--- src/logic/ctr_defines.svh ---
// Field positions, reset values and vector codes of the trap and CPU I/O register block
`ifndef CTR_DEFINES_SVH
`define CTR_DEFINES_SVH

// ------------------------------------------------------------
// Trap vector codes on the four vector lines
// ------------------------------------------------------------
`define CTR_VEC_MASTER_CLEAR  4'h0
`define CTR_VEC_PAGE_FAULT    4'h1
`define CTR_VEC_PROTECT       4'h2
`define CTR_VEC_RING_DOWN     4'h3
`define CTR_VEC_PAGE_USED     4'h4
`define CTR_VEC_WRITTEN_PAGE  4'h5
`define CTR_VEC_SPARE_LO      4'h6
`define CTR_VEC_SPARE_HI      4'hD
`define CTR_VEC_PANEL_INT     4'hE
`define CTR_VEC_MACRO_INT     4'hF

// ------------------------------------------------------------
// Microcycle phases
// ------------------------------------------------------------
`define CTR_PHASE_FIRST       2'h0
`define CTR_PHASE_TWO         2'h2

// ------------------------------------------------------------
// I/O control register fields and reset value
// ------------------------------------------------------------
`define CTR_CTL_HOST_INT_EN   13
`define CTR_CTL_POWER_FAIL_EN 10
`define CTR_CTL_MEM_RANGE_EN  9
`define CTR_CTL_PARITY_EN     8
`define CTR_CTL_ZERO_EN       5
`define CTR_CTL_BUS_REQ       4
`define CTR_CTL_RT_RESET      3
`define CTR_CTL_OPERATOR_COMMUNICATION_LED     2
`define CTR_CTL_RUN_LED       1
`define CTR_CTL_SELF_TEST     0
`define CTR_CTL_RESET         16'h0017

// ------------------------------------------------------------
// Print status field on the internal data bus
// ------------------------------------------------------------
`define CTR_PRINT_LSB         4
`define CTR_STATUS_WIDTH      10

`endif

--- src/logic/ctr_pkg.sv ---
// Types shared by the trap and CPU I/O register block
package ctr_pkg;

  // Trap sequencing states, one-hot
  typedef enum logic [2:0] {
    ST_IDLE   = 3'b001,
    ST_SELECT = 3'b010,
    ST_DRIVE  = 3'b100
  } ctr_trap_state_e;

  // Trap conditions, each active high
  typedef struct packed {
    logic protectViolation;
    logic ringDown;
    logic pageFault;
    logic pageUsed;
    logic writtenInPage;
    logic masterClear;
    logic panelInt;
    logic macroInt;
  } ctr_trap_cond_s;

  // Status sources, each active high in meaning
  typedef struct packed {
    logic opcomRequest;
    logic hostPowerFail;
    logic consoleTest;
    logic hostPresent;
    logic ioBusGrant;
    logic batteryFault;
    logic cpuToHostIntFlag;
    logic hostToCpuIntFlag;
  } ctr_host_stat_s;

  // Interrupt enables from the I/O control register
  typedef struct packed {
    logic hostToCpu;
    logic powerFail;
    logic memRange;
    logic parity;
    logic zero;
  } ctr_int_enable_s;

endpackage

--- src/logic/ctr_trap_io.sv ---
// Trap vector sequencing and CPU-local I/O registers, top level
//
// Contract
// - Trap select makes the sequencer take its next address from the vector lines.
// - Each group request is the OR of its conditions, regardless of its enable.
// - Any group request raises break; trap select follows at the next permitted point.
// - With group one requesting, phase two enables only group one's vector.
// - With group two but not one requesting, phase two enables group two's vector.
// - Group three's vector is enabled only when groups one and two are idle.
// - Codes: 00 clear (three), 01 page fault (two), 02 protect, 03 ring-down (one).
// - 04 page used, 05 written in page; codes 06 to 15 never produced.
// - 16 panel interrupt and 17 macro interrupt belong to group three.
// - Control bit 13 enables the host-to-CPU interrupt, active high.
// - Control bits 10, 9, 8, 5 enable power fail, range, parity, zero interrupts.
// - Control bit 4 drives the active-low I/O bus request.
// - Control bit 3 high resets the real-time interrupt.
// - Bits 2, 1 drive active-low LEDs; bit 0 self-test LED and master clear enable.
// - The data bus is driven only for the status read decode (status) or the print status read decode (link bits).
// - Status bit 4 low means the I/O bus is granted.
// - Status bit 2 low: CPU-to-host interrupt set; bit 1 low: host-to-CPU set.
// - Status bit 3 high means the backup battery is not OK.
// - Status bits 8, 7, 6, 5: operator request, host fail, test, host present.
// - Print status read puts the 8 link bits on data bus bits 4 to 11.
`timescale 1ns/100ps
`default_nettype none
`include "ctr_defines.svh"

module ctr_trap_io (
  // Clock and reset
  input  wire logic                   ref_clk,
  input  wire logic                   rst_b,
  // Trap conditions and permitted break point
  input  var ctr_pkg::ctr_trap_cond_s  trapCond,
  input  wire logic                   trapPermit,
  // Trap requests to the clock generation side
  output logic                        groupOneRequest,
  output logic                        groupTwoRequest,
  output logic                        groupThreeRequest,
  output logic                        breakRequest,
  // Trap select and vector to the microsequencer
  output logic                        trapSelect,
  output logic                        clockPhaseTwo,
  output logic                        groupOneVectorEnable,
  output logic                        groupTwoVectorEnable,
  output logic                        groupThreeVectorEnable,
  output logic      [3:0]             vectorLinesOut,
  output logic                        vectorLinesOe_b,
  // Internal data bus and microcode decodes
  input  wire logic                   loadIoControlCmd,
  input  wire logic                   readIoStatusCmd,
  input  wire logic                   readPrintStatusCmd,
  input  wire logic [15:0]            idbIn,
  output logic      [15:0]            idbOut,
  output logic                        idbOe_b,
  // Status sources and modification links
  input  var ctr_pkg::ctr_host_stat_s  hostStat,
  input  wire logic [7:0]             boardLinks,
  // Control register outputs
  output var ctr_pkg::ctr_int_enable_s intEnable,
  output logic                        hostToCpuIntReq,
  output logic                        ioBusRequest_b,
  output logic                        realtimeIntReset,
  output logic                        operatorCommunicationLed_b,
  output logic                        runLed_b,
  output logic                        selfTestLed_b,
  output logic                        masterClearEnable_b,
  output logic                        secretFlag,
  output logic                        x21Comms
);

  // ------------------------------------------------------------
  // Declarations
  // ------------------------------------------------------------
  ctr_pkg::ctr_trap_state_e state_ff;
  ctr_pkg::ctr_trap_state_e nxt_state;
  logic [1:0]  phase_ff;
  logic [2:0]  groupRequest;
  logic [2:0]  groupGrant;
  logic [3:0]  groupVector;
  logic [2:0]  vecEnable_ff;
  logic [3:0]  vector_ff;
  logic [15:0] ioControl;
  logic        captureVector;

  // ------------------------------------------------------------
  // Group requests and priority
  // ------------------------------------------------------------

  // Requests, grant and code of the winning group
  ctr_trap_prio u_prio (
    .trapCond     (trapCond),
    .groupRequest (groupRequest),
    .groupGrant   (groupGrant),
    .groupVector  (groupVector)
  );

  // Request outputs and break to clock generation
  assign groupOneRequest   = groupRequest[0];
  assign groupTwoRequest   = groupRequest[1];
  assign groupThreeRequest = groupRequest[2];
  assign breakRequest      = |groupRequest;

  // ------------------------------------------------------------
  // Microcycle phase divider
  // ------------------------------------------------------------

  // Four-phase microcycle counter, phase two is a one-cycle enable
  always_ff @(posedge ref_clk or negedge rst_b) begin
    if (!rst_b) begin
      phase_ff <= `CTR_PHASE_FIRST;
    end else begin
      phase_ff <= phase_ff + 2'h1;
    end
  end

  assign clockPhaseTwo = (phase_ff == `CTR_PHASE_TWO);

  // ------------------------------------------------------------
  // Trap select sequencing
  // ------------------------------------------------------------

  // Next state: select on a permitted break, drive at phase two
  always_comb begin
    nxt_state     = state_ff;
    captureVector = 1'b0;
    case (state_ff)
      ctr_pkg::ST_IDLE: begin
        if (breakRequest && trapPermit) begin
          nxt_state = ctr_pkg::ST_SELECT;
        end
      end
      ctr_pkg::ST_SELECT: begin
        if (clockPhaseTwo) begin
          if (breakRequest) begin
            nxt_state     = ctr_pkg::ST_DRIVE;
            captureVector = 1'b1;
          end else begin
            nxt_state = ctr_pkg::ST_IDLE;                     // Request withdrawn before phase two
          end
        end
      end
      ctr_pkg::ST_DRIVE: begin
        nxt_state = ctr_pkg::ST_IDLE;
      end
      default: begin
        nxt_state = ctr_pkg::ST_IDLE;
      end
    endcase
  end

  // State register
  always_ff @(posedge ref_clk or negedge rst_b) begin
    if (!rst_b) begin
      state_ff <= ctr_pkg::ST_IDLE;
    end else begin
      state_ff <= nxt_state;
    end
  end

  // Trap select spans selection and the capture cycle
  assign trapSelect = (state_ff == ctr_pkg::ST_SELECT) || (state_ff == ctr_pkg::ST_DRIVE);

  // Vector enables held for the capture cycle only, code kept until the next capture
  always_ff @(posedge ref_clk or negedge rst_b) begin
    if (!rst_b) begin
      vecEnable_ff <= 3'h0;
      vector_ff    <= `CTR_VEC_MASTER_CLEAR;
    end else if (captureVector) begin
      vecEnable_ff <= groupGrant;
      vector_ff    <= groupVector;
    end else begin
      vecEnable_ff <= 3'h0;
    end
  end

  // Vector line drive toward the microsequencer
  assign groupOneVectorEnable   = vecEnable_ff[0];
  assign groupTwoVectorEnable   = vecEnable_ff[1];
  assign groupThreeVectorEnable = vecEnable_ff[2];
  assign vectorLinesOut         = vector_ff;
  assign vectorLinesOe_b        = ~|vecEnable_ff;

  // ------------------------------------------------------------
  // CPU I/O registers
  // ------------------------------------------------------------

  // Control load, status and print status reads
  ctr_io_regs u_io (
    .ref_clk            (ref_clk),
    .rst_b              (rst_b),
    .loadIoControlCmd   (loadIoControlCmd),
    .readIoStatusCmd    (readIoStatusCmd),
    .readPrintStatusCmd (readPrintStatusCmd),
    .idbIn              (idbIn),
    .idbOut             (idbOut),
    .idbOe_b            (idbOe_b),
    .hostStat           (hostStat),
    .boardLinks         (boardLinks),
    .ioControl          (ioControl)
  );

  // Interrupt enables from the control register
  assign intEnable.hostToCpu = ioControl[`CTR_CTL_HOST_INT_EN];
  assign intEnable.powerFail = ioControl[`CTR_CTL_POWER_FAIL_EN];
  assign intEnable.memRange  = ioControl[`CTR_CTL_MEM_RANGE_EN];
  assign intEnable.parity    = ioControl[`CTR_CTL_PARITY_EN];
  assign intEnable.zero      = ioControl[`CTR_CTL_ZERO_EN];

  // Host-to-CPU interrupt gated by its enable
  assign hostToCpuIntReq = ioControl[`CTR_CTL_HOST_INT_EN] & hostStat.hostToCpuIntFlag;

  // Bus request, real-time reset and indicator drives
  assign ioBusRequest_b             = ioControl[`CTR_CTL_BUS_REQ];
  assign realtimeIntReset           = ioControl[`CTR_CTL_RT_RESET];
  assign operatorCommunicationLed_b = ioControl[`CTR_CTL_OPERATOR_COMMUNICATION_LED];
  assign runLed_b                   = ioControl[`CTR_CTL_RUN_LED];
  assign selfTestLed_b              = ioControl[`CTR_CTL_SELF_TEST];
  assign masterClearEnable_b        = ioControl[`CTR_CTL_SELF_TEST];
  assign secretFlag                 = ioControl[15];
  assign x21Comms                   = ioControl[14];

  // ------------------------------------------------------------
  // Checks
  // ------------------------------------------------------------
  group_req_a: assert property (@(posedge ref_clk) disable iff (!rst_b)
    groupTwoRequest == (trapCond.pageFault | trapCond.pageUsed | trapCond.writtenInPage)
    && groupOneRequest == (trapCond.protectViolation | trapCond.ringDown))
    else $error("group request not the OR of its conditions");

  break_sel_a: assert property (@(posedge ref_clk) disable iff (!rst_b)
    (!trapSelect && breakRequest && trapPermit) |=> trapSelect)
    else $error("trap select did not follow a permitted break");

  sel_to_drive_a: assert property (@(posedge ref_clk) disable iff (!rst_b)
    $rose(trapSelect) |-> ##[1:4] (clockPhaseTwo || !trapSelect))
    else $error("trap selection waited past phase two");

  g1_first_a: assert property (@(posedge ref_clk) disable iff (!rst_b)
    (state_ff == ctr_pkg::ST_SELECT && clockPhaseTwo && groupOneRequest)
    |=> groupOneVectorEnable && !groupTwoVectorEnable && !groupThreeVectorEnable)
    else $error("group one did not win at phase two");

  g2_second_a: assert property (@(posedge ref_clk) disable iff (!rst_b)
    (state_ff == ctr_pkg::ST_SELECT && clockPhaseTwo && groupTwoRequest && !groupOneRequest)
    |=> groupTwoVectorEnable && !groupOneVectorEnable && !groupThreeVectorEnable)
    else $error("group two not chosen");

  g3_last_a: assert property (@(posedge ref_clk) disable iff (!rst_b)
    $rose(groupThreeVectorEnable) |-> $past(groupThreeRequest && !groupOneRequest && !groupTwoRequest))
    else $error("group three enabled while a higher group requested");

  g1_codes_a: assert property (@(posedge ref_clk) disable iff (!rst_b)
    groupOneVectorEnable |-> (vectorLinesOut == `CTR_VEC_PROTECT || vectorLinesOut == `CTR_VEC_RING_DOWN))
    else $error("group one drove a foreign code");

  no_spare_a: assert property (@(posedge ref_clk) disable iff (!rst_b)
    !vectorLinesOe_b |-> !(vectorLinesOut >= `CTR_VEC_SPARE_LO && vectorLinesOut <= `CTR_VEC_SPARE_HI))
    else $error("spare vector driven");

  g3_codes_a: assert property (@(posedge ref_clk) disable iff (!rst_b)
    groupThreeVectorEnable |-> (vectorLinesOut == `CTR_VEC_MASTER_CLEAR
    || vectorLinesOut == `CTR_VEC_PANEL_INT || vectorLinesOut == `CTR_VEC_MACRO_INT))
    else $error("group three drove a foreign code");

  one_cycle_a: assert property (@(posedge ref_clk) disable iff (!rst_b)
    !vectorLinesOe_b |-> trapSelect ##1 vectorLinesOe_b)
    else $error("vector lines held beyond the capture cycle");

  led_drive_a: assert property (@(posedge ref_clk) disable iff (!rst_b)
    loadIoControlCmd |=> selfTestLed_b == $past(idbIn[0]) && masterClearEnable_b == $past(idbIn[0]))
    else $error("self-test drive not from control bit 0");

  phase_cycle_a: assert property (@(posedge ref_clk) disable iff (!rst_b)
    clockPhaseTwo |=> !clockPhaseTwo ##1 !clockPhaseTwo ##1 !clockPhaseTwo ##1 clockPhaseTwo)
    else $error("phase two not a one-cycle pulse every four clocks");

  sel_withdraw_a: assert property (@(posedge ref_clk) disable iff (!rst_b)
    (state_ff == ctr_pkg::ST_SELECT && clockPhaseTwo && !breakRequest) |=> !trapSelect && vectorLinesOe_b)
    else $error("withdrawn break still drove a vector");

  int_enable_a: assert property (@(posedge ref_clk) disable iff (!rst_b)
    loadIoControlCmd |=> intEnable == {$past(idbIn[13]), $past(idbIn[10:8]), $past(idbIn[5])})
    else $error("interrupt enables not from control bits 13, 10 to 8 and 5");

  rt_reset_a: assert property (@(posedge ref_clk) disable iff (!rst_b)
    loadIoControlCmd |=> realtimeIntReset == $past(idbIn[3]))
    else $error("real-time reset not from control bit 3");

  ind_led_a: assert property (@(posedge ref_clk) disable iff (!rst_b)
    loadIoControlCmd |=> {operatorCommunicationLed_b, runLed_b} == $past(idbIn[2:1]))
    else $error("indicator drives not from control bits 2 and 1");

  trap_g1_c: cover property (@(posedge ref_clk) disable iff (!rst_b)
    breakRequest && trapPermit && !trapSelect ##[1:6] groupOneVectorEnable);
  trap_g3_c: cover property (@(posedge ref_clk) disable iff (!rst_b)
    groupThreeVectorEnable && vectorLinesOut == `CTR_VEC_MACRO_INT);
  ctl_load_c: cover property (@(posedge ref_clk) disable iff (!rst_b)
    loadIoControlCmd ##1 !ioBusRequest_b);
  sel_withdraw_c: cover property (@(posedge ref_clk) disable iff (!rst_b)
    state_ff == ctr_pkg::ST_SELECT && clockPhaseTwo && !breakRequest);

endmodule
`default_nettype wire

--- src/logic/ctr_trap_prio.sv ---
// Trap group requests, group priority and vector encoding
`timescale 1ns/100ps
`default_nettype none
`include "ctr_defines.svh"

module ctr_trap_prio (
  // Trap conditions
  input  var ctr_pkg::ctr_trap_cond_s trapCond,
  // Group requests and chosen group
  output logic [2:0]                  groupRequest,
  output logic [2:0]                  groupGrant,
  output logic [3:0]                  groupVector
);

  // Highest group wins: group one over two over three
  function automatic logic [2:0] prio_grant(input logic [2:0] req);
    prio_grant = req[0] ? 3'h1 : (req[1] ? 3'h2 : (req[2] ? 3'h4 : 3'h0));
  endfunction

  // Vector of the granted group, fixed order inside each group
  function automatic logic [3:0] vec_encode(input logic [2:0] grant, input ctr_pkg::ctr_trap_cond_s c);
    vec_encode = `CTR_VEC_MASTER_CLEAR;
    if (grant[0]) begin
      vec_encode = c.protectViolation ? `CTR_VEC_PROTECT : `CTR_VEC_RING_DOWN;
    end else if (grant[1]) begin
      vec_encode = c.pageFault ? `CTR_VEC_PAGE_FAULT :
                   (c.pageUsed ? `CTR_VEC_PAGE_USED : `CTR_VEC_WRITTEN_PAGE);
    end else if (grant[2]) begin
      vec_encode = c.masterClear ? `CTR_VEC_MASTER_CLEAR :
                   (c.panelInt ? `CTR_VEC_PANEL_INT : `CTR_VEC_MACRO_INT);
    end
  endfunction

  // Requests do not depend on any vector enable
  assign groupRequest[0] = trapCond.protectViolation | trapCond.ringDown;
  assign groupRequest[1] = trapCond.pageFault | trapCond.pageUsed | trapCond.writtenInPage;
  assign groupRequest[2] = trapCond.masterClear | trapCond.panelInt | trapCond.macroInt;

  // Priority and code
  assign groupGrant  = prio_grant(groupRequest);
  assign groupVector = vec_encode(groupGrant, trapCond);

endmodule
`default_nettype wire

--- src/logic/ctr_io_regs.sv ---
// I/O control register, I/O status register and print status read path
`timescale 1ns/100ps
`default_nettype none
`include "ctr_defines.svh"

module ctr_io_regs (
  // Clock and reset
  input  wire logic                  ref_clk,
  input  wire logic                  rst_b,
  // Microcode decodes
  input  wire logic                  loadIoControlCmd,
  input  wire logic                  readIoStatusCmd,
  input  wire logic                  readPrintStatusCmd,
  // Internal data bus
  input  wire logic [15:0]           idbIn,
  output logic      [15:0]           idbOut,
  output logic                       idbOe_b,
  // Status sources
  input  var ctr_pkg::ctr_host_stat_s hostStat,
  input  wire logic [7:0]            boardLinks,
  // Control register contents
  output logic      [15:0]           ioControl
);

  logic [15:0] ioControl_ff;
  logic [15:0] idbOut_ff;
  logic        idbOe_b_ff;
  logic [15:0] nxt_idbOut;

  // Status word, active-low bits inverted here
  function automatic logic [15:0] status_word(input ctr_pkg::ctr_host_stat_s s);
    status_word = {6'h00, 1'b0, ~s.opcomRequest, s.hostPowerFail, ~s.consoleTest, ~s.hostPresent,
                   ~s.ioBusGrant, s.batteryFault, ~s.cpuToHostIntFlag, ~s.hostToCpuIntFlag, 1'b0};
  endfunction

  // Control register load from the data bus
  always_ff @(posedge ref_clk or negedge rst_b) begin
    if (!rst_b) begin
      ioControl_ff <= `CTR_CTL_RESET;
    end else if (loadIoControlCmd) begin
      ioControl_ff <= idbIn;
    end
  end

  // Read data selection, status over print status
  always_comb begin
    nxt_idbOut = 16'h0000;
    if (readIoStatusCmd) begin
      nxt_idbOut = status_word(hostStat);
    end else if (readPrintStatusCmd) begin
      nxt_idbOut = {4'h0, boardLinks, 4'h0};
    end
  end

  // Registered bus drive, one cycle per decode
  always_ff @(posedge ref_clk or negedge rst_b) begin
    if (!rst_b) begin
      idbOut_ff  <= 16'h0000;
      idbOe_b_ff <= 1'b1;
    end else begin
      idbOut_ff  <= nxt_idbOut;
      idbOe_b_ff <= ~(readIoStatusCmd | readPrintStatusCmd);
    end
  end

  assign ioControl = ioControl_ff;
  assign idbOut    = idbOut_ff;
  assign idbOe_b   = idbOe_b_ff;

  // ------------------------------------------------------------
  // Checks
  // ------------------------------------------------------------
  ctl_load_a: assert property (@(posedge ref_clk) disable iff (!rst_b)
    loadIoControlCmd |=> ioControl[`CTR_CTL_BUS_REQ] == $past(idbIn[`CTR_CTL_BUS_REQ]))
    else $error("control register did not load bus request bit");
  stat_read_a: assert property (@(posedge ref_clk) disable iff (!rst_b)
    readIoStatusCmd |=> !idbOe_b && idbOut[1] == !$past(hostStat.hostToCpuIntFlag) && idbOut[15:10] == 6'h00)
    else $error("status read word wrong");
  print_read_a: assert property (@(posedge ref_clk) disable iff (!rst_b)
    (readPrintStatusCmd && !readIoStatusCmd) |=> !idbOe_b && idbOut[11:4] == $past(boardLinks))
    else $error("print status not on bits 4 to 11");
  bus_quiet_a: assert property (@(posedge ref_clk) disable iff (!rst_b)
    !(readIoStatusCmd || readPrintStatusCmd) |=> idbOe_b)
    else $error("data bus driven without a read decode");
  stat_read_c: cover property (@(posedge ref_clk) disable iff (!rst_b) readIoStatusCmd ##1 !idbOe_b);

endmodule
`default_nettype wire

--- config.mk ---
export PLATFORM = sky130hd
export DESIGN_NAME = ctr_trap_io
export DESIGN_NICKNAME = d
export VERILOG_FILES = /design/src/logic/ctr_pkg.sv /design/src/logic/ctr_trap_io.sv /design/src/logic/ctr_trap_prio.sv /design/src/logic/ctr_io_regs.sv
export VERILOG_INCLUDE_DIRS = /design/src /design/src/logic
export SDC_FILE = /design/constraint.sdc
export NUM_CORES = 1
export LEC_CHECK = 0
export BUFFER_PORTS_ARGS = -buffer_cell sky130_fd_sc_hd__buf_2
export CAP_MARGIN = 25
export CORE_MARGIN = 1.5
export CORE_UTILIZATION = 25
export DETAILED_ROUTE_END_ITERATION = 7
export PLACE_DENSITY = 0.58
export SYNTH_ARGS = -nofsm -noshare
export SYNTH_HDL_FRONTEND = slang
export SYNTH_SLANG_ARGS = --single-unit
export TNS_END_PERCENT = 5
--- constraint.sdc ---
create_clock -name ref_clk -period 1.8 [get_ports ref_clk]
set_clock_uncertainty 0.1 [all_clocks]
set_input_delay 0.09 -clock ref_clk [delete_from_list [all_inputs] [get_ports ref_clk]]
set_output_delay 0.09 -clock ref_clk [all_outputs]
set_load 0.03 [all_outputs]
==> summary.txt, run 1 <==
Placement
  – Placed cell area: 1970 µm²
  – Pre-CTS WS: 0.163 ns
  – Gpl congestion: 0.753
  – Dpl cells: 272
  – IO buf count: 81
  – Hpwl dp: 2470 µm

Setup path
  – Setup crit end kind: flip-flop
  – CP Class: flip-flop to flip-flop
  – CP required: 1.86 ns
  – Reg2Reg Setup Slack: 0.17 ns
  – Worst-path maximum fanout: 4
  – CP Launch Type: flip-flop
  – Crit path DAT: 1.70 ns

Timing
  – Slew Limit Fails: 0
  – Final min period: 1.63 ns
  – RSZ-0062 raised after global routing: false
  – Final Cycle Share: 0.908
  – Endpoints failing hold: 0
  – Final worst slack: 0.165 ns
  – FMAX: 0.612 GHz
  – Slew margin rel.: 0.479
  – Final setup fails: 0
  – Worst-margin pin slew: 0.782 ns
  – Setup_tns: 0 ns

Floorplan
  – Num ports: 91
  – Core Box Area: 5890 µm²
  – Die extent in y: 80.6 µm
  – Die X: 80.6 µm
  – Rows: 28
  – Die Area: 6500 µm²
  – Starting density of the core: 0.256

Clock network
  – CTS sink cnt: 36
  – Worst skew pair latency: 0.28 ns
  – TritonCTS buffer count: 5
  – CTS tree: built
  – Clock root cell: clkbuf_8
  – Clk slew on worst S/H paths: 0.07 ns
  – Setup fix buffers added after clock tree synthesis: 0
  – H-tree levels: 2
  – CTS max path bufs: 2

Power
  – Peak VDD IR: 0.277 mV
  – PwrDens: 912 nW/µm²
  – Total power after layout: 2.17 mW
  – Pleak: 1.19 nW

Drt
  – Vias after detailed routing: 1294
  – Drt total wl: 3530 µm
  – Post-DR vias/cell: 4.15
  – Routed Antenna Nets: 0
  – First-pass DRT Iterations: 4
  – DRT iter0 DRCs: 53
  – Drt drc: 0
  – Routed wire per std cell: 11.3 µm

Final layout
  – Layout cells sized above 1: 0.477
  – Area Overhead vs Synth: 57.6%
  – Nets: 283
  – Post-route cell area: 2370 µm²
  – Layout fillers: 579
  – Non-Filler Instances: 312
  – Area of the multi-input gates: 543 µm²
  – Reg area: 908 µm²
  – Antenna Cells: 0

Global routing
  – Vias in the first global route: 1210
  – Largest net degree at the start of global routing: 37
  – Global route total overflow: 0
  – Global-route wire length before repair: 5560 µm
  – GRT Util Overall: 0.115
  – Initial antenna violation count: 0

Outcome
  – Result of the run: complete, no violations

Synth
  – Synth area leader: dfrtp_1
  – Count leader, synth: dfrtp_1
  – Most instantiated cells after synthesis: dfrtp_1, mux2_2, nor2_1
  – Post-synthesis async set-or-reset flop share: 1.00
  – Mapped cell area: 1510 µm²
  – Mapped Cells: 119
  – Yosys Warn Count: 0
  – Top FF cell, synth: dfrtp_1
  – Cell types occupying the most area after synthesis: dfrtp_1, dfstp_2, mux2_2
  – Distinct cells, synth: 35
  – Number of synthesized flops with an enable pin: 0
  – Post-synthesis sequential area ratio: 0.603
  – Yosys top cell area share: 0.498
  – Average size of a mapped cell: 12.7 µm²
  – Seq cells post-synth: 36

Min path
  – Hold WC Path Type: input port to flip-flop

Flow run
  – MaxCap Viol Count: 0
[critical path, cell delays in order (launching register included)]
cell and delay [ns]:
dfrtp_1 0.36, inv_1 0.07, ha_1 0.21, nand4bb_1 0.22, a21oi_2 0.22, mux2_1 0.34
[cell type report]
| type | instances | share of cell area |
|---|---|---|
| Clock buffer | 7 | 0.0321 |
| Clock inverter | 1 | 0.00211 |
| Inverter | 6 | 0.00948 |
| Multi-Input combinational cell | 74 | 0.229 |
| Sequential cell | 36 | 0.383 |
| Tap cell | 75 | 0.0395 |
| Timing Repair Buffer | 113 | 0.306 |
[state kept, by name, indices dropped and copies added, names as in the netlist]
signal          count
phase_ff            2
u_io.idbOut        11
vectorLinesOut      4
u_io.idbOe_b        1
u_io.ioControl     12
vecEnable_ff        3
state_ff            3
[per-layer routing]
layer	wire [µm]	share of wire	vias to the layer above	GRT usage
li1	-	-	633	-
met1	1490	0.42	602	0.132
met2	1720	0.49	49	0.192
met3	215	0.061	10	0.0295
met4	112	0.032	0	0.0655
met5	0	0	-	0
[layout by cell type (no fill, tap or decap), types with 2 or more instances in the layout]
master and n:
nand2b_1 2, dlygate4sd3_1 32, inv_1 6, nand2_1 5, nor3_1 2, a21oi_1 5
dfstp_2 6, clkbuf_1 2, clkbuf_8 5, and3b_1 2, and2_1 5, or4_4 2
or3_1 2, conb_1 5, nor4_2 2, buf_2 81, mux2_2 12, dfrtp_1 30
o21ai_0 5, nor2_1 7
[timing repair]
action,CTS,global route
resized for setup,0,1
endpoints found under the hold margin,54,0
setup endpoints to repair,0,5
hold buffers,32,0
[per-stage QoR]
step	util	hold slack, ns
6_report	0.403	0.0570
5_1_grt	0.403	0.0617
4_1_cts	0.403	0.0482
3_5_place_dp	0.335	0.125
3_3_place_gp	0.335	0.116
2_1_floorplan	-	-0.306
[where the power goes]
part	switching, mW	internal, mW
combinational	0.379	0.252
sequential	0.0648	0.931
clock	0.268	0.271
[worst paths after layout]
check / to / from / depth (start not counted)
worst max-delay path: vectorLinesOut[0] / phase_ff[0] / 5
worst min-delay path: u_io.idbOut[1] / readIoStatusCmd / 3
worst max register to register: vectorLinesOut[0] / phase_ff[0] / 5
worst min register to register: phase_ff[0] / phase_ff[0] / 1
max in group asynchronous: vectorLinesOut[2] / rst_b / 2
min in group asynchronous: u_io.idbOut[8] / rst_b / 2
[cell families after synthesis]
kind of cell / count (synthesis) / share of synthesized area
adders and majority gates: 1 / 0.00830
AOI/OAI and AO/OA: 18 / 0.0764
buffers and inverters: 13 / 0.0482
and+or+nand+nor: 35 / 0.152
other: 1 / 0.00249
DFF: 36 / 0.603
xor gates and xnor gates: 1 / 0.00582
muxes: 14 / 0.104
(Power assumes the default switching activity.)
==> run 2, diff against run 1 <==
Settings changed: CORE_MARGIN 1.5 to 1.
==> run 2 against run 1 <==
Compared with the run above: critical path depth rose by 1; final cell count down 0.64%; clock power decreased by 1%; sequential cell count unchanged; maximum frequency decreased by 2.2%; count of clock-buffer cells in the layout stayed put; non-clock buffer count grew 1; utilization is 1.8 points higher; total power decreased by 0.29%; sequential share of layout area is 0.060 points lower; largest power group unchanged.
==> summary.txt, run 2 (synthesized netlist as in run 1, its figures left out) <==
Global routing
  – Initial antenna violation count: 0 (unchanged)
  – Vias in the first global route: 1208 (-0.17%)
  – Global route total overflow: 0 (unchanged)
  – Largest net degree at the start of global routing: 37 (unchanged)
  – Global-route wire length before repair: 5490 µm (-1.2%)
  – GRT Util Overall: 0.115 (+0.000362)

Floorplan
  – Core Box Area: 5640 µm² (-4.1%)
  – Num ports: 91 (unchanged)
  – Die X: 79.6 µm (-1.2%)
  – Rows: 27 (-3.6%)
  – Die Area: 6340 µm² (-2.5%)
  – Die extent in y: 79.6 µm (-1.2%)
  – Starting density of the core: 0.267 (+0.0111)

Setup path
  – Worst-path maximum fanout: 8 (+4)
  – Reg2Reg Setup Slack: 0.19 ns (+0.02 ns)
  – Crit path DAT: 1.79 ns (+0.09 ns)
  – Critical Path Start: readPrintStatusCmd
  – Setup crit end kind: flip-flop
  – Worst Setup EP: u_io.idbOut[5]
  – Reg-to-reg critical path startpoint: phase_ff[0]
  – Worst Reg-to-Reg Cells: 5 (unchanged)
  – CP required: 1.91 ns (+0.05 ns)
  – CP Class: input port to flip-flop
  – Worst R2R End: vectorLinesOut[0]
  – CP Launch Type: input port

Power
  – Reg power frac: 0.459 (about the same)
  – Peak VDD IR: 0.351 mV (+27%)
  – Clock network fraction of total power: 0.246 (-0.003)
  – Sw Pwr: 0.704 mW (-1.0%)
  – Sw frac: 0.326 (-0.00238)
  – Comb pwr share: 0.295 (+0.004)
  – Pleak: 1.19 nW (+0.33%)
  – Int Pwr: 1.45 mW (about the same)
  – PwrDens: 908 nW/µm² (-0.45%)

Drt
  – Post-DR vias/cell: 4.16 (+0.33%)
  – Routed wire per std cell: 11.8 µm (+4.2%)
  – Drt total wl: 3650 µm (+3.5%)
  – DRT iter0 DRCs: 21 (-60%)
  – Drt drc: 0 (unchanged)
  – First-pass DRT Iterations: 4 (unchanged)
  – Vias after detailed routing: 1290 (-0.31%)
  – Routed Antenna Nets: 0 (unchanged)

Outcome
  – Result of the run: complete, no violations

Timing
  – RSZ-0062 raised after global routing: false
  – Final setup fails: 0 (unchanged)
  – Endpoints failing hold: 0 (unchanged)
  – Setup_tns: 0 ns (unchanged)
  – Final Cycle Share: 0.929 (+0.0208)
  – Slew Limit Fails: 0 (unchanged)
  – Final min period: 1.67 ns (+0.0375 ns)
  – FMAX: 0.598 GHz (-2.2%)
  – Final worst slack: 0.128 ns (-0.0375 ns)

Clock network
  – Clk slew on worst S/H paths: 0.07 ns (about the same)
  – TritonCTS buffer count: 5 (unchanged)
  – CTS sink cnt: 36 (unchanged)
  – CTS tree: built
  – H-tree levels: 2 (unchanged)
  – Worst skew pair latency: 0.28 ns (about the same)
  – Clock root cell: clkbuf_8
  – Setup fix buffers added after clock tree synthesis: 0 (unchanged)
  – CTS max path bufs: 2 (unchanged)

Final layout
  – Nets: 284 (+0.35%)
  – Commonest non-fill, non-tap cell in the layout: buf_2
  – Commonest cells after routing, fill and taps aside: buf_2, dlygate4sd3_1, dfrtp_1, mux2_2, nor2_1
  – Max FFs per register: 12 (unchanged)
  – Layout fillers: 540 (-6.7%)
  – Layout cells sized above 1: 0.479 (+0.00220)
  – Area Overhead vs Synth: 57.9%
  – Antenna Cells: 0 (unchanged)

Placement
  – Hpwl dp: 2500 µm (+1.2%)
  – Pre-CTS WS: 0.204 ns (+0.0418 ns)
  – Gpl congestion: 0.732 (-2.8%)
  – IO buf count: 81 (unchanged)

Flow run
  – MaxCap Viol Count: 0 (unchanged)

Min path
  – Hold WC Path Type: input port to flip-flop
## run 2: cell count changes in the layout (fill, tap and decap cells not counted)
cell / previous run / this run
buf_4: 0 / 1
## run 2: cell type report
type,instances,area (µm²),area share
multi-input combinational,74,543,0.228
timing repair buffer,114,733,0.308
clock inverter,1,5.00,0.00210
inverter,6,22.5,0.00947
sequential,36,908,0.382
tap,72,90.1,0.0379
clock buffer,7,76.3,0.0321
## run 2: worst max-delay path: stages
cell           delay (ns)
dlygate4sd3_1        0.53
buf_2                0.11
nor2b_2              0.29
nand2_1              0.11
o21ai_0              0.09
dlygate4sd3_1        0.57
## run 2: repair_timing
action                     in CTS  in global routing
hold buffers                   32                  0
gates resized for setup         0                  1
hold endpoints to repair       54                  0
setup endpoints to repair       0                  4
## run 2: power groups by stage
stage | logic, mW | clock network (mW) | registers [mW]
5_1_grt | 0.687 | 0.599 | 1.01
3_5_place_dp | 0.584 | 0 | 1.01
4_1_cts | 0.641 | 0.565 | 0.992
3_3_place_gp | 0.581 | 0 | 1.00
6_report | 0.637 | 0.531 | 0.991
2_1_floorplan | 0.215 | 0 | 1.17
## run 2: metrics by stage
step	area, µm²	std cells	power, mW	hold slack, ns	util
finish	2380	310	2.16	0.0788	0.422
global route	2380	310	2.29	0.0869	0.422
CTS	2380	310	2.20	0.0624	0.421
detailed placement	1970	270	1.59	0.0559	0.350
global placement	1970	270	1.59	0.0573	0.350
floorplan	1520	123	1.39	-0.306	-
## run 2: worst min-delay path by stage
stage,cells after the start,startpoint,end
6_report,3,trapCond[3],vectorLinesOut[1]
5_1_grt,3,trapCond[3],vectorLinesOut[1]
4_1_cts,3,trapCond[2],vectorLinesOut[1]
3_5_place_dp,2,rst_b,u_io.ioControl[14]
3_3_place_gp,2,rst_b,u_io.ioControl[14]
2_1_floorplan,0,rst_b,phase_ff[0]
## run 2: metal layers
layer	global-route usage	vias to the layer above	part of all wire
li1	-	634	-
met1	0.139	582	0.46
met2	0.192	69	0.43
met3	0.0320	5	0.088
met4	0.0436	0	0.013
met5	0	-	0
==> run 3, diff against run 2 <==
Settings changed: CTS_BUF_LIST from default to sky130_fd_sc_hd__clkbuf_8.
==> run 3 against run 2 <==
Compared with the run above: total power shrank 0.48%; sequential share of layout area is the same; critical path depth is the same; register-to-register slack is essentially flat; clock power shrank 2%; combinational power is essentially flat; first-iteration DRC count is the same; via count is the same; final cell count is the same; maximum frequency is essentially flat.
==> summary.txt, run 3 (synthesized netlist as in run 1, its figures left out) <==
Setup path
  – CP required: 1.92 ns (about the same)
  – CP max stage cell: dlygate4sd3_1
  – Slowest Stage Delay on Critical Path: 0.57 ns (about the same)
  – Buf+Inv Stages, Crit Path: 3 (unchanged)
  – Worst-path maximum fanout: 8 (unchanged)
  – Setup crit end kind: flip-flop
  – Crit path DAT: 1.79 ns (about the same)
  – Reg-to-reg critical path startpoint: phase_ff[0]
  – CP Class: input port to flip-flop
  – Crit-path leading delay family: buffers and inverters
  – Crit-path cells: dlygate4sd3_1 > buf_2 > nor2b_2 > nand2_1 > o21ai_0 > dlygate4sd3_1
  – CP Launch Type: input port
  – Worst path most repeated cell: dlygate4sd3_1
  – Critical Path Start: readPrintStatusCmd

Clock network
  – CTS tree: built
  – Clock root cell: clkbuf_8
  – Clk slew on worst S/H paths: 0.07 ns (about the same)
  – TritonCTS buffer count: 5 (unchanged)
  – CTS max path bufs: 2 (unchanged)
  – Worst skew pair latency: 0.28 ns (about the same)
  – CTS sink cnt: 36 (unchanged)
  – H-tree levels: 2 (unchanged)

Power
  – Sw frac: 0.328 (+0.00205)
  – Sw Pwr: 0.705 mW (+0.14%)
  – Reg power frac: 0.461 (+0.002)
  – Clock network fraction of total power: 0.242 (-0.004)
  – Comb pwr share: 0.297 (+0.002)
  – PwrDens: 903 nW/µm² (-0.48%)
  – Peak VDD IR: 0.351 mV (about the same)
  – Pleak: 1.20 nW (+0.70%)
  – Int Pwr: 1.44 mW (-0.79%)

Global routing
  – GRT Util Overall: 0.115 (unchanged)
  – Vias in the first global route: 1208 (unchanged)
  – Largest net degree at the start of global routing: 37 (unchanged)
  – Initial antenna violation count: 0 (unchanged)
  – Global route total overflow: 0 (unchanged)
  – Global-route wire length before repair: 5490 µm (unchanged)

Timing
  – Endpoints failing hold: 0 (unchanged)
  – Final min period: 1.67 ns (-0.000438 ns)
  – RSZ-0062 raised after global routing: false
  – Final worst slack: 0.128 ns (+0.000438 ns)
  – FMAX: 0.598 GHz (about the same)
  – Final Cycle Share: 0.929 (about the same)
  – Slew Limit Fails: 0 (unchanged)
  – Final setup fails: 0 (unchanged)
  – Setup_tns: 0 ns (unchanged)

Floorplan
  – Die X: 79.6 µm (unchanged)
  – Core Box Area: 5640 µm² (unchanged)
  – Num ports: 91 (unchanged)
  – Starting density of the core: 0.267 (unchanged)
  – Die Area: 6340 µm² (unchanged)
  – Die extent in y: 79.6 µm (unchanged)
  – Rows: 27 (unchanged)

Drt
  – Vias after detailed routing: 1290 (unchanged)
  – Drt total wl: 3650 µm (about the same)
  – First-pass DRT Iterations: 4 (unchanged)
  – Drt drc: 0 (unchanged)
  – Post-DR vias/cell: 4.16 (unchanged)
  – Routed Antenna Nets: 0 (unchanged)
  – Routed wire per std cell: 11.8 µm (about the same)
  – DRT iter0 DRCs: 21 (unchanged)

Min path
  – Hold WC Path Type: input port to flip-flop
  – Worst Hold Launch: trapCond[3]

Final layout
  – Commonest non-fill, non-tap cell in the layout: buf_2
  – Antenna Cells: 0 (unchanged)
  – Area Overhead vs Synth: 57.9% (unchanged)
  – Commonest cells after routing, fill and taps aside: buf_2, dlygate4sd3_1, dfrtp_1, mux2_2, inv_1
  – Max FFs per register: 12 (unchanged)
  – Nets: 284 (unchanged)
  – Layout cells sized above 1: 0.479 (unchanged)

Placement
  – Pre-CTS WS: 0.204 ns (unchanged)
  – IO buf count: 81 (unchanged)
  – Hpwl dp: 2500 µm (unchanged)
  – Gpl congestion: 0.732 (unchanged)

Outcome
  – Result of the run: complete, no violations

Flow run
  – MaxCap Viol Count: 0 (unchanged)
## run 3: cell count changes in the layout (fill, tap and decap cells not counted)
cell / change
clkbuf_1: -2
inv_1: +2
## run 3: cell type report
class / count / area, µm²
Fill cell: 540 / 3260
Sequential cell: 36 / 908
Timing Repair Buffer: 114 / 733
Multi-Input combinational cell: 74 / 543
Tap cell: 72 / 90.1
Clock buffer: 5 / 68.8
Inverter: 6 / 22.5
Clock inverter: 3 / 12.5
## run 3: worst paths after layout
kind / cells after the start / slack (ns) / end
max reg2reg: 5 / 0.19 / vectorLinesOut[0]
min: 3 / 0.08 / vectorLinesOut[1]
max: 6 / 0.13 / u_io.idbOut[5]
min reg2reg: 1 / 0.31 / phase_ff[0]
min in group asynchronous: 3 / 0.28 / vecEnable_ff[0]
max in group asynchronous: 3 / 0.98 / u_io.idbOe_b
## run 3: stage by stage
stage               std cells  power, mW   util  hold slack, ns  instance area [µm²]
finish                    310       2.15  0.422          0.0783                 2380
global route              310       2.28  0.422          0.0864                 2380
floorplan                 123       1.39      -          -0.306                 1520
global placement          270       1.59  0.350          0.0573                 1970
detailed placement        270       1.59  0.350          0.0559                 1970
CTS                       310       2.19  0.421          0.0623                 2380
## run 3: timing repair
action                                  in CTS  in global routing
buffers inserted                             0                  0
endpoints found under the setup margin       0                  4
endpoints found under the hold margin       54                  0
resized for setup                            0                  1
hold buffers                                32                  0
## run 3: metal layers
| layer | up-vias | global-route usage | part of all wire |
|---|---|---|---|
| met1 | 582 | 0.139 | 0.46 |
| met2 | 69 | 0.192 | 0.43 |
| met5 | - | 0 | 0 |
| met4 | 0 | 0.0436 | 0.013 |
| met3 | 5 | 0.0320 | 0.088 |
| li1 | 634 | - | - |
## run 3: worst reg2reg max path, delay by kind of cell (launching register included)
family	cells	cell delay [ns]
compound gates	1	0.23
flops	1	0.36
buf+inv	1	0.07
simple gates	1	0.22
fa+ha+maj	1	0.19
mux	1	0.34
## run 3: power by group through the flow
stage | logic [mW] | clock network [mW] | registers [mW]
floorplan | 0.215 | 0 | 1.17
global placement | 0.581 | 0 | 1.00
detailed placement | 0.584 | 0 | 1.01
CTS | 0.641 | 0.554 | 0.992
global route | 0.687 | 0.589 | 1.01
finish | 0.637 | 0.521 | 0.991
